## src/shared/spi_port_pkg.sv

```systemverilog
// Constants, types and carriers for the dual serial peripheral port
//
// Functional notes
// - Serial clock divides main clock by 4,16,64,128,2,8,32,64 per select.
// - A data register write in master mode while idle launches a transfer once the receive buffer has room, even to receive.
// - Completion sets the done flag and requests an interrupt if enabled.
// - With interrupt enabled, entering service clears the done flag.
// - With interrupt off, status read then data access clears done flag.
// - Data register write during a transfer sets the collision flag.
// - Status read then data register access clears the collision flag.
// - Select pin rising edge sets the select-high flag when pin is input and the port is enabled.
// - Writing zero clears the select-high flag; writing one does nothing.
// - Select pin enable turns the select pin function on or off.
// - Transmit enable permits or suppresses outgoing data.
// - Receive enable permits or suppresses capture of incoming data.
// - Two independent ports, each with own data and status registers.
// - Polarity bit sets the idle level of the serial clock.
// - Phase bit picks sampling on leading or trailing clock edge.
package spi_port_pkg;

    localparam int PORT_COUNT = 2;
    localparam int ADDR_WIDTH = 10;
    localparam int DATA_WIDTH = 8;
    localparam int CTRL_WIDTH = 9;
    localparam int HALF_WIDTH = 6;
    localparam int BUF_DEPTH = 2;

    // Register indices; byte address is four times the index
    localparam logic [7:0] IDX_DATA [PORT_COUNT] = '{8'hd3, 8'h93};
    localparam logic [7:0] IDX_FLAGS [PORT_COUNT] = '{8'hd4, 8'hf1};
    localparam logic [7:0] IDX_CTRL [PORT_COUNT] = '{8'hd2, 8'hf2};
    localparam logic [1:0] LANE_ALIGNED = 2'h0;

    // Flag register fields
    localparam int FLAG_DONE = 7;
    localparam int FLAG_COLL = 6;
    localparam int FLAG_SSHI = 5;
    localparam int FLAG_SSEN = 2;
    localparam int FLAG_TXEN = 1;
    localparam int FLAG_RXEN = 0;

    // Control register fields
    localparam int CTRL_IRQEN = 8;
    localparam int CTRL_ENABLE = 7;
    localparam int CTRL_LSB = 6;
    localparam int CTRL_MASTER = 5;
    localparam int CTRL_IDLE_LEVEL_SELECT = 4;
    localparam int CTRL_SAMPLE_EDGE_SELECT = 3;
    localparam int CTRL_RATE_HI = 2;

    localparam logic [DATA_WIDTH-1:0] DATA_RESET = 8'h00;
    localparam logic [CTRL_WIDTH-1:0] CTRL_RESET = 9'h000;
    localparam logic [3:0] LAST_BIT = 4'h7;
    localparam logic [3:0] BIT_STEP = 4'h1;
    localparam logic [HALF_WIDTH-1:0] HALF_STEP = 6'h01;

    typedef enum logic [1:0] {
        ST_IDLE = 2'b00,
        ST_SETUP = 2'b01,
        ST_ACTIVE = 2'b11,
        ST_END = 2'b10
    } phase_t;

    typedef struct packed {
        logic sclk;
        logic mosi;
        logic miso;
        logic ss;
    } spi_pins_t;

    // Half period minus one, in main clock cycles
    function automatic logic [HALF_WIDTH-1:0] rate_half(
        input logic [2:0] sel
    );
        case (sel)
            3'h0: rate_half = 6'h01;
            3'h1: rate_half = 6'h07;
            3'h2: rate_half = 6'h1f;
            3'h3: rate_half = 6'h3f;
            3'h4: rate_half = 6'h00;
            3'h5: rate_half = 6'h03;
            3'h6: rate_half = 6'h0f;
            default: rate_half = 6'h1f;
        endcase
    endfunction : rate_half

    typedef struct packed {
        phase_t phase;
        logic [HALF_WIDTH-1:0] half_cnt;
        logic [3:0] bit_cnt;
        logic [DATA_WIDTH-1:0] shift;
        logic [DATA_WIDTH-1:0] data_hold;
        logic sample;
        logic out_bit;
        logic master_sclk;
        logic armed;
        logic status_seen;
        logic [CTRL_WIDTH-1:0] ctrl;
        logic [DATA_WIDTH-1:0] flags;
        spi_pins_t sync1;
        spi_pins_t sync2;
        logic sclk_prev;
        logic ss_prev;
    } port_state_t;

    typedef struct packed {
        port_state_t [PORT_COUNT-1:0] port;
        logic [CTRL_WIDTH-1:0] rdata;
        logic slverr;
    } top_state_t;

endpackage : spi_port_pkg

```

## src/verilog/spi_rx_buffer.sv

```systemverilog
// Small valid/ready buffer for received bytes
`timescale 1ns/1ps
module spi_rx_buffer
    import spi_port_pkg::*;
#(
    parameter int WIDTH = 8,
    parameter int DEPTH = 2
) (
    input wire logic mclk,
    input wire logic reset_n,
    input wire logic push_valid,
    output logic push_ready,
    input wire logic [WIDTH-1:0] push_data,
    output logic pop_valid,
    input wire logic pop_ready,
    output logic [WIDTH-1:0] pop_data
);
    localparam int CW = $clog2(DEPTH + 1);
    localparam logic [CW-1:0] FULL_COUNT = CW'(DEPTH);
    localparam logic [CW-1:0] ONE = CW'(1);

    typedef struct packed {
        logic [DEPTH-1:0][WIDTH-1:0] entry;
        logic [CW-1:0] count;
    } buf_state_t;

    buf_state_t st;
    buf_state_t next_st;
    logic do_push;
    logic do_pop;

    assign push_ready = (st.count != FULL_COUNT);
    assign pop_valid = (st.count != '0);
    assign pop_data = st.entry[0];

    always_comb begin
        next_st = st;
        do_push = push_valid && push_ready;
        do_pop = pop_valid && pop_ready;
        // Pop moves entries down one place
        if (do_pop) begin
            for (int i = 0; i < DEPTH - 1; i++) begin
                next_st.entry[i] = st.entry[i+1];
            end
            next_st.count = st.count - ONE;
        end
        if (do_push) begin
            next_st.entry[next_st.count] = push_data;
            next_st.count = next_st.count + ONE;
        end
    end

    always_ff @(posedge mclk or negedge reset_n) begin
        if (!reset_n) begin
            st <= '0;
        end else begin
            st <= next_st;
        end
    end

endmodule : spi_rx_buffer

```

## src/verilog/spi_dual_port.sv

```systemverilog
// Two serial peripheral ports with an APB register slave
//
// The APB slave port was chosen for this implementation.
`timescale 1ns/1ps
module spi_dual_port
    import spi_port_pkg::*;
(
    input wire logic mclk,
    input wire logic reset_n,
    input wire logic psel,
    input wire logic penable,
    input wire logic pwrite,
    input wire logic [ADDR_WIDTH-1:0] paddr,
    input wire logic [31:0] pwdata,
    output logic [31:0] prdata,
    output logic pready,
    output logic pslverr,
    input wire spi_pins_t [PORT_COUNT-1:0] pin_in,
    output spi_pins_t [PORT_COUNT-1:0] pin_out,
    output spi_pins_t [PORT_COUNT-1:0] pin_oe,
    input wire logic [PORT_COUNT-1:0] irq_service,
    output logic [PORT_COUNT-1:0] xfer_irq
);
    top_state_t st;
    top_state_t next_st;

    logic [PORT_COUNT-1:0] push_valid;
    logic [PORT_COUNT-1:0] push_ready;
    logic [DATA_WIDTH-1:0] push_data [PORT_COUNT];
    logic [PORT_COUNT-1:0] pop_valid;
    logic [PORT_COUNT-1:0] pop_ready;
    logic [DATA_WIDTH-1:0] pop_data [PORT_COUNT];

    // Received bytes wait here until software reads them
    for (genvar g = 0; g < PORT_COUNT; g++) begin : g_buf
        spi_rx_buffer #(
            .WIDTH(DATA_WIDTH),
            .DEPTH(BUF_DEPTH)
        ) u_rx_buffer (
            .mclk(mclk),
            .reset_n(reset_n),
            .push_valid(push_valid[g]),
            .push_ready(push_ready[g]),
            .push_data(push_data[g]),
            .pop_valid(pop_valid[g]),
            .pop_ready(pop_ready[g]),
            .pop_data(pop_data[g])
        );
    end

    // First bit to drive for a given byte
    function automatic logic first_bit(
        input logic [DATA_WIDTH-1:0] d,
        input logic lsb
    );
        first_bit = lsb ? d[0] : d[DATA_WIDTH-1];
    endfunction : first_bit

    assign pready = 1'b1;
    assign pslverr = st.slverr;
    assign prdata = {{(32 - CTRL_WIDTH){1'b0}}, st.rdata};

    always_comb begin
        port_state_t ps;
        port_state_t cur;
        logic [7:0] idx;
        logic aligned;
        logic setup;
        logic access;
        logic hit;
        logic en;
        logic master;
        logic idle_level_select;
        logic sample_edge_select;
        logic lsb;
        logic irqen;
        logic ssen;
        logic selected;
        logic ss_input;
        logic sdi;
        logic sbit;
        logic lead_ev;
        logic trail_ev;
        logic done_ev;
        logic coll_ev;
        logic sshi_ev;
        logic busy;
        logic [DATA_WIDTH-1:0] new_shift;
        logic [HALF_WIDTH-1:0] half;
        logic data_acc;
        ps = '0;
        cur = '0;
        idx = paddr[ADDR_WIDTH-1:2];
        aligned = (paddr[1:0] == LANE_ALIGNED);
        setup = psel && !penable;
        access = psel && penable;
        hit = 1'b0;
        en = 1'b0;
        master = 1'b0;
        idle_level_select = 1'b0;
        sample_edge_select = 1'b0;
        lsb = 1'b0;
        irqen = 1'b0;
        ssen = 1'b0;
        selected = 1'b0;
        ss_input = 1'b0;
        sdi = 1'b0;
        sbit = 1'b0;
        lead_ev = 1'b0;
        trail_ev = 1'b0;
        done_ev = 1'b0;
        coll_ev = 1'b0;
        sshi_ev = 1'b0;
        busy = 1'b0;
        new_shift = '0;
        half = '0;
        data_acc = 1'b0;
        next_st = st;
        push_valid = '0;
        pop_ready = '0;
        pin_out = '0;
        pin_oe = '0;
        xfer_irq = '0;

        for (int p = 0; p < PORT_COUNT; p++) begin
            cur = st.port[p];
            ps = cur;
            push_data[p] = '0;
            sbit = 1'b0;
            new_shift = '0;
            en = cur.ctrl[CTRL_ENABLE];
            master = cur.ctrl[CTRL_MASTER];
            idle_level_select = cur.ctrl[CTRL_IDLE_LEVEL_SELECT];
            sample_edge_select = cur.ctrl[CTRL_SAMPLE_EDGE_SELECT];
            lsb = cur.ctrl[CTRL_LSB];
            irqen = cur.ctrl[CTRL_IRQEN];
            ssen = cur.flags[FLAG_SSEN];
            half = rate_half(cur.ctrl[CTRL_RATE_HI:0]);
            lead_ev = 1'b0;
            trail_ev = 1'b0;
            done_ev = 1'b0;
            coll_ev = 1'b0;

            // Pin synchronisers
            ps.sync1 = pin_in[p];
            ps.sync2 = cur.sync1;
            ps.sclk_prev = cur.sync2.sclk;
            ps.ss_prev = cur.sync2.ss;

            ss_input = !(master && ssen);
            selected = !ssen || !cur.sync2.ss;
            // Select-high edge, only while the port is on
            sshi_ev = en && ss_input && cur.sync2.ss
                      && !cur.ss_prev;
            // Data input depends on role
            sdi = master ? cur.sync2.miso : cur.sync2.mosi;
            // Slave counts as busy once a bit has shifted
            busy = master ? (cur.phase != ST_IDLE)
                          : (cur.bit_cnt != '0);

            // Master clock generator
            case (cur.phase)
                ST_IDLE: begin
                    ps.master_sclk = idle_level_select;
                    if (en && master && cur.armed && push_ready[p]) begin
                        ps.phase = ST_SETUP;
                        ps.half_cnt = half;
                        ps.bit_cnt = '0;
                        ps.armed = 1'b0;
                    end
                end
                ST_SETUP: begin
                    if (cur.half_cnt == '0) begin
                        lead_ev = 1'b1;
                        ps.master_sclk = !idle_level_select;
                        ps.phase = ST_ACTIVE;
                        ps.half_cnt = half;
                    end else begin
                        ps.half_cnt = cur.half_cnt - HALF_STEP;
                    end
                end
                ST_ACTIVE: begin
                    if (cur.half_cnt == '0) begin
                        trail_ev = 1'b1;
                        ps.master_sclk = idle_level_select;
                        ps.half_cnt = half;
                        ps.phase = (cur.bit_cnt == LAST_BIT) ? ST_END
                                                             : ST_SETUP;
                    end else begin
                        ps.half_cnt = cur.half_cnt - HALF_STEP;
                    end
                end
                ST_END: begin
                    if (cur.half_cnt == '0) begin
                        ps.phase = ST_IDLE;
                    end else begin
                        ps.half_cnt = cur.half_cnt - HALF_STEP;
                    end
                end
                default: begin
                    ps.phase = ST_IDLE;
                end
            endcase

            // Slave edges come from the synchronised clock pin
            if (en && !master) begin
                if (!selected) begin
                    ps.bit_cnt = '0;
                end else if (cur.sync2.sclk != cur.sclk_prev) begin
                    lead_ev = (cur.sync2.sclk != idle_level_select);
                    trail_ev = (cur.sync2.sclk == idle_level_select);
                end
            end

            // Shift engine shared by both roles
            if (lead_ev) begin
                if (!sample_edge_select) begin
                    ps.sample = sdi;
                end else begin
                    ps.out_bit = first_bit(cur.shift, lsb);
                end
            end
            if (trail_ev) begin
                sbit = sample_edge_select ? sdi : cur.sample;
                new_shift = lsb ? {sbit, cur.shift[DATA_WIDTH-1:1]}
                                : {cur.shift[DATA_WIDTH-2:0], sbit};
                ps.shift = new_shift;
                ps.bit_cnt = cur.bit_cnt + BIT_STEP;
                if (!sample_edge_select) begin
                    ps.out_bit = first_bit(new_shift, lsb);
                end
                if (cur.bit_cnt == LAST_BIT) begin
                    done_ev = 1'b1;
                    ps.bit_cnt = '0;
                end
            end
            push_valid[p] = done_ev && cur.flags[FLAG_RXEN];
            push_data[p] = new_shift;

            // Register accesses for this port
            data_acc = access && aligned && (idx == IDX_DATA[p]);
            if (data_acc && !pwrite) begin
                pop_ready[p] = 1'b1;
            end
            if (pop_valid[p] && pop_ready[p]) begin
                ps.data_hold = pop_data[p];
            end
            if (data_acc && pwrite) begin
                if (busy) begin
                    coll_ev = 1'b1;
                end else begin
                    ps.shift = pwdata[DATA_WIDTH-1:0];
                    ps.out_bit = first_bit(pwdata[DATA_WIDTH-1:0], lsb);
                    ps.armed = 1'b1;
                end
            end
            // Status read then data access clears flags
            if (data_acc && cur.status_seen) begin
                ps.status_seen = 1'b0;
                ps.flags[FLAG_COLL] = 1'b0;
                if (!irqen) begin
                    ps.flags[FLAG_DONE] = 1'b0;
                end
            end
            // Service entry clears the done flag
            if (irqen && irq_service[p]) begin
                ps.flags[FLAG_DONE] = 1'b0;
            end
            // Status register access
            if (access && aligned && (idx == IDX_FLAGS[p])) begin
                if (pwrite) begin
                    ps.flags[FLAG_SSEN] = pwdata[FLAG_SSEN];
                    ps.flags[FLAG_TXEN] = pwdata[FLAG_TXEN];
                    ps.flags[FLAG_RXEN] = pwdata[FLAG_RXEN];
                    if (!pwdata[FLAG_SSHI]) begin
                        ps.flags[FLAG_SSHI] = 1'b0;
                    end
                end else begin
                    ps.status_seen = 1'b1;
                end
            end
            // Control register write
            if (access && aligned && pwrite && (idx == IDX_CTRL[p])) begin
                ps.ctrl = pwdata[CTRL_WIDTH-1:0];
            end

            // Hardware set wins over any clear in the same cycle
            if (done_ev) begin
                ps.flags[FLAG_DONE] = 1'b1;
            end
            if (coll_ev) begin
                ps.flags[FLAG_COLL] = 1'b1;
            end
            if (sshi_ev) begin
                ps.flags[FLAG_SSHI] = 1'b1;
            end
            next_st.port[p] = ps;

            // Pin drive
            pin_out[p].sclk = cur.master_sclk;
            pin_oe[p].sclk = en && master;
            pin_out[p].mosi = cur.out_bit;
            pin_oe[p].mosi = en && master && cur.flags[FLAG_TXEN];
            pin_out[p].miso = cur.out_bit;
            pin_oe[p].miso = en && !master && selected
                             && cur.flags[FLAG_TXEN];
            pin_out[p].ss = (cur.phase == ST_IDLE);
            pin_oe[p].ss = en && master && ssen;
            xfer_irq[p] = irqen && cur.flags[FLAG_DONE];
        end

        // Read data and error are captured in the setup cycle
        if (setup) begin
            next_st.rdata = '0;
            hit = 1'b0;
            for (int p = 0; p < PORT_COUNT; p++) begin
                if (aligned && idx == IDX_DATA[p]) begin
                    hit = 1'b1;
                    next_st.rdata = {1'b0, pop_valid[p] ? pop_data[p]
                                           : st.port[p].data_hold};
                end
                if (aligned && idx == IDX_FLAGS[p]) begin
                    hit = 1'b1;
                    next_st.rdata = {1'b0, st.port[p].flags};
                end
                if (aligned && idx == IDX_CTRL[p]) begin
                    hit = 1'b1;
                    next_st.rdata = st.port[p].ctrl;
                end
            end
            next_st.slverr = !hit;
        end
    end

    always_ff @(posedge mclk or negedge reset_n) begin
        if (!reset_n) begin
            st <= '0;
        end else begin
            st <= next_st;
        end
    end

endmodule : spi_dual_port

```

## config.mk

```make
export PLATFORM = sky130hd
export DESIGN_NAME = spi_dual_port
export DESIGN_NICKNAME = d
export VERILOG_FILES = /design/src/shared/spi_port_pkg.sv /design/src/verilog/spi_rx_buffer.sv /design/src/verilog/spi_dual_port.sv
export SDC_FILE = /design/constraint.sdc
export NUM_CORES = 1
export LEC_CHECK = 0
export BUFFER_PORTS_ARGS = -buffer_cell sky130_fd_sc_hd__buf_2
export CAP_MARGIN = 25
export CORE_UTILIZATION = 40
export CTS_BUF_LIST = sky130_fd_sc_hd__clkbuf_16
export DETAILED_ROUTE_END_ITERATION = 10
export PLACE_DENSITY = 0.68
export SYNTH_ARGS = -nofsm -noshare
export SYNTH_HDL_FRONTEND = slang
export SYNTH_SLANG_ARGS = --single-unit
```

## constraint.sdc

```tcl
create_clock -name mclk -period 2.58 [get_ports mclk]
set_clock_uncertainty 0.1 [all_clocks]
set_input_delay 0.387 -clock mclk [delete_from_list [all_inputs] [get_ports mclk]]
set_output_delay 0.387 -clock mclk [all_outputs]
set_load 0.01 [all_outputs]
```

Yosys cells after proc, flatten, opt, wreduce, memory -nomap -nowiden:

Cells that the tools add are included.
Widths: inputs -> output; s select.

* bits in registers: 162
* logic and storage cells: 379

* add/sub/neg operators: 8
* magnitude comparators: 4
* eq/ne operators: 46
* muxes and demuxes: 149
* bitwise logic cells: 2
* reduce and logical (&&, ||, !) cells: 112

Operators with widths (count)
* $mux 8: 13
* $mux 1: 91
* $pmux 6 s6: 2
* $pmux 8 s4: 2
* $logic_and 1x1->1: 58
* $eq 8x8->1 const B: 6
* $mux 12: 4
* $mux 9: 5
* $mux 10: 4
* $bwmux 16: 2
* $mux 4: 8
* $mux 6: 4
* $mux 2: 10
* $ne 2x2->1 const B: 10
* $reduce_bool 2->1: 10
* $eq 3x3->1 const B: 6
* $demux 8 s1: 2
* $reduce_and 2->1: 8
* $logic_not 1->1: 15
* $logic_not 6->1: 2
* $reduce_and 3->1: 4
* $reduce_bool 3->1: 4
* $sub 6x1->6 const B: 2
* $add 4x1->4 const B: 2
* other kinds (20): 47

Longest topological paths before layout:

* depth in word-level cells: 13
* depth in mapped cells: 10

By module:

A second synthesis with hierarchy kept.

* cells, all modules: 878
* area total of the unflattened synthesis: 9077.5 um^2

Modules (own cells, without submodules)
* spi_dual_port: instances 1, cells an instance 707, area each 6964.2 um^2
* spi_rx_buffer at g_buf[0].u_rx_buffer: instances 1, cells an instance 99, area each 1182.4 um^2
* spi_rx_buffer at g_buf[1].u_rx_buffer: instances 1, cells an instance 72, area each 930.9 um^2

Worst setup path after synthesis:

No wires, ideal clock.

* path type: input to register
* from: input port paddr[4]
* to: register g_buf[1].u_rx_buffer.st, in the netlist g_buf[1].u_rx_buffer.pop_data[0]
* library setup time: 81 ps
* arrival: 2391 ps
* required time: 2399 ps
* slack: 8 ps
* stages on the path: 9
* path buffers: 2
* cell sequence: buf_2 > nand4bb_1 > or3_1 > or3_1 > buf_6 > mux2_4 > ha_1 > nand3_2 > mux2i_1

RTL lines
* from (decl): RTL line spi_dual_port.sv:13 `input wire logic [ADDR_WIDTH-1:0] paddr,`
* to (signal assigned): RTL line spi_rx_buffer.sv:57 `st <= next_st;`
* to (decl): RTL line spi_rx_buffer.sv:27 `buf_state_t st;`

==> results.ini <==
[logic_synthesis]
yosysMostFrequentCell=dfrtp_1
synth_area_leaders=dfrtp_1, mux2i_1, mux2_2
synth_common_cells=dfrtp_1, mux2i_1, nand2_1
seq_area_frac_synth_pct=45.2
synth_edf_count=0
synth_top_family_by_area=multiplexers
synth_fa_ha_area_share_pct=1.95
muxShareOfSynthArea_pct=16.5
syn_inst=879
synthArstFlopShare_pct=100
avgSynthCellArea_sq_um=10.2
ys.flop_type=dfrtp_1
yosysTopAreaCell=dfrtp_1
synth-xor-area-share_pct=1.44
ys_ff_latch=162
yosys.cell_types.count=69
synth_compound_area_share_pct=12.9
synth-warning-count=0
syn-cell-area_sq_um=8970
synth_top_area_share_pct=45.2
synth-simple-area-share_pct=14.4

[clocking]
path_clk_slew_ps=60
htreeDepth=4
cts.sinks=162
insertion_delay_ps=430
cts_buffer_depth=2
cts-root-buf=clkbuf_16
post-cts-setup-buffers=0
cts_buffers=17
cts_tree=built

[sta]
finalCritPeriodShare_pct=94.0
rsz0062_at_grt=no
worst_pin_slew_ps=630
drv_slew=0
worst_slack_ps=155
slew_headroom_pct=57.6
finalHoldViolations=0
finalSetupViolations=0
finalSetupTns_ps=0
fmax_ghz=0.412
min_period_ps=2430

[floorplan]
placementRows=54
die_x_um=152
dieArea_sq_um=23000
initial_core_util_pct=41.0
io_pins=109
die_h_um=152
core_sq_um=21900

[worst_setup_path]
crit_fanout=14
crit_buf_inv=1
cp_slowest_cell=dfrtp_1
cp_top_family=simple AND/OR/NAND/NOR gates
cp_slowest_stage_delay_ps=450
r2r_slack_ps=150
end_kind=flop
start_kind=flop
crit_arrival_ps=2640
required_ps=2790
crit_chain=nor4_1 > and3_1 > a31o_2 > buf_4 > mux2i_1 > o21ai_0
criticalPathCategory=flop to flop

[place]
placed_cell_area_sq_um=9640
numPortBuffers=61
dp.cells=1211
dp_slack_ps=-171
hpwl_mm=16.5
routabilityCongestion=0.915

[final_layout]
num_antenna_cells=0
drive_gt1_share_pct=22.8
fin_nets=1030
fin_cells=1252
fill_cells=2031
areaGrowthSynthToFinish_pct=15.1
finalInstanceArea_sq_um=10300

[route]
finalWirelength_mm=22.2
viasPerCell=5.41
initialDrtViolationCount=503
first_pass_iters=5
antenna_left=0
drc_errors=0
num_vias=6774
wire_per_inst_um=17.7

[power]
combPwrFrac_pct=5.5
vdd_drop_max_mv=0.433
p_seq_share_pct=48.5
switching_share_pct=23.8
power_uw=5390
p_leak_uw=0.00497
p_clk_share_pct=46.0
p_int_uw=4110
p_per_area_nw_per_um2=522
p_switching_uw=1280

[global_route]
antenna_found_initial=2
grt_pass1_vias=6594
grt_pass1_wl_mm=36.2
grt_usage_pct=20.7
grt_max_degree=56
overflow=0

[worst_hold_path]
hold_path.class=primary input to flop

[job]
maxCapViolations=0

[outcome]
status=finished clean

[per-stage QoR]
stage	util, %	hold slack (ps)
floorplan	-	-8.59
global placement	44.0	232
detailed placement	44.0	235
CTS	47.1	118
global route	47.1	133
finish	47.1	127
[power by group through the flow]
stage | clock, uW | combinational, uW | sequential, uW
2_1_floorplan | 0 | 169 | 2650
3_3_place_gp | 0 | 284 | 2660
3_5_place_dp | 0 | 288 | 2660
4_1_cts | 2520 | 300 | 2610
5_1_grt | 2620 | 334 | 2620
6_report | 2480 | 295 | 2610
[worst register-to-register path, delay by kind of cell, from the launching register on]
family | cells | cell delay, ps
flops | 1 | 450
buf+inv | 1 | 280
mux | 1 | 220
compound gates | 2 | 440
simple gates | 2 | 820
[registers in the layout, summed over array words and instances (netlist names)]
name and count:
prdata 9, g_buf.u_rx_buffer.pop_data 16, pin_out 4, pslverr 1, st 100, next_st 12
g_buf.u_rx_buffer.st 20
[routing by layer]
metal	vias up	global-route usage [%]	routed length, um
met3	33	4.31	1110
met5	-	0	26
met4	4	6.98	419
met2	176	32.5	10400
li1	3238	-	-
met1	3323	28.2	10300
[cell families after synthesis]
family,after synthesis
buf+inv,130
other cells,2
flops,162
compound gates,181
simple gates,237
fa+ha+maj,14
xor+xnor,13
mux,140
[cell type report]
cell class                 instances  area, sq um  area share [%]
clock inverter                    15          143            1.38
timing repair buffer             122          830            8.04
tap                              280          350            3.39
multi-input combinational        609         4340            42.1
inverter                          47          176            1.71
sequential                       162         4050            39.3
clock buffer                      17          425            4.12
[cells in the final DEF (no fill, tap or decap), drive strengths merged, types with 11 or more instances in the layout]
cell,synthesis,layout
nand3,23,23
conb,2,24
mux2i,83,83
nand2,67,67
a22o,11,11
o22ai,15,15
a31oi,11,11
nor2,38,38
clkbuf,30,17
ha,14,14
a21oi,39,39
o21ai,53,53
or2,11,11
mux2,57,57
dfrtp,162,162
inv,47,50
nor3,11,11
buf,53,113
[worst paths after layout]
| check | startpoint | end | cells after the start |
|---|---|---|---|
| worst max-delay path | st[124] | st[114] | 6 |
| worst max register to register | st[124] | st[114] | 6 |
| worst min-delay path | pwdata[3] | st[113] | 3 |
| max in group asynchronous | reset_n | st[105] | 3 |
| worst min register to register | next_st[14] | st[14] | 0 |
| min in group asynchronous | reset_n | st[60] | 2 |
[timing repair]
item | 4_1_cts | 5_1_grt
endpoints found under the hold margin | 61 | 0
hold buffers | 9 | 0
gates resized for setup | 0 | 3
setup endpoints to repair | 0 | 12
(Power assumes the default switching activity.)
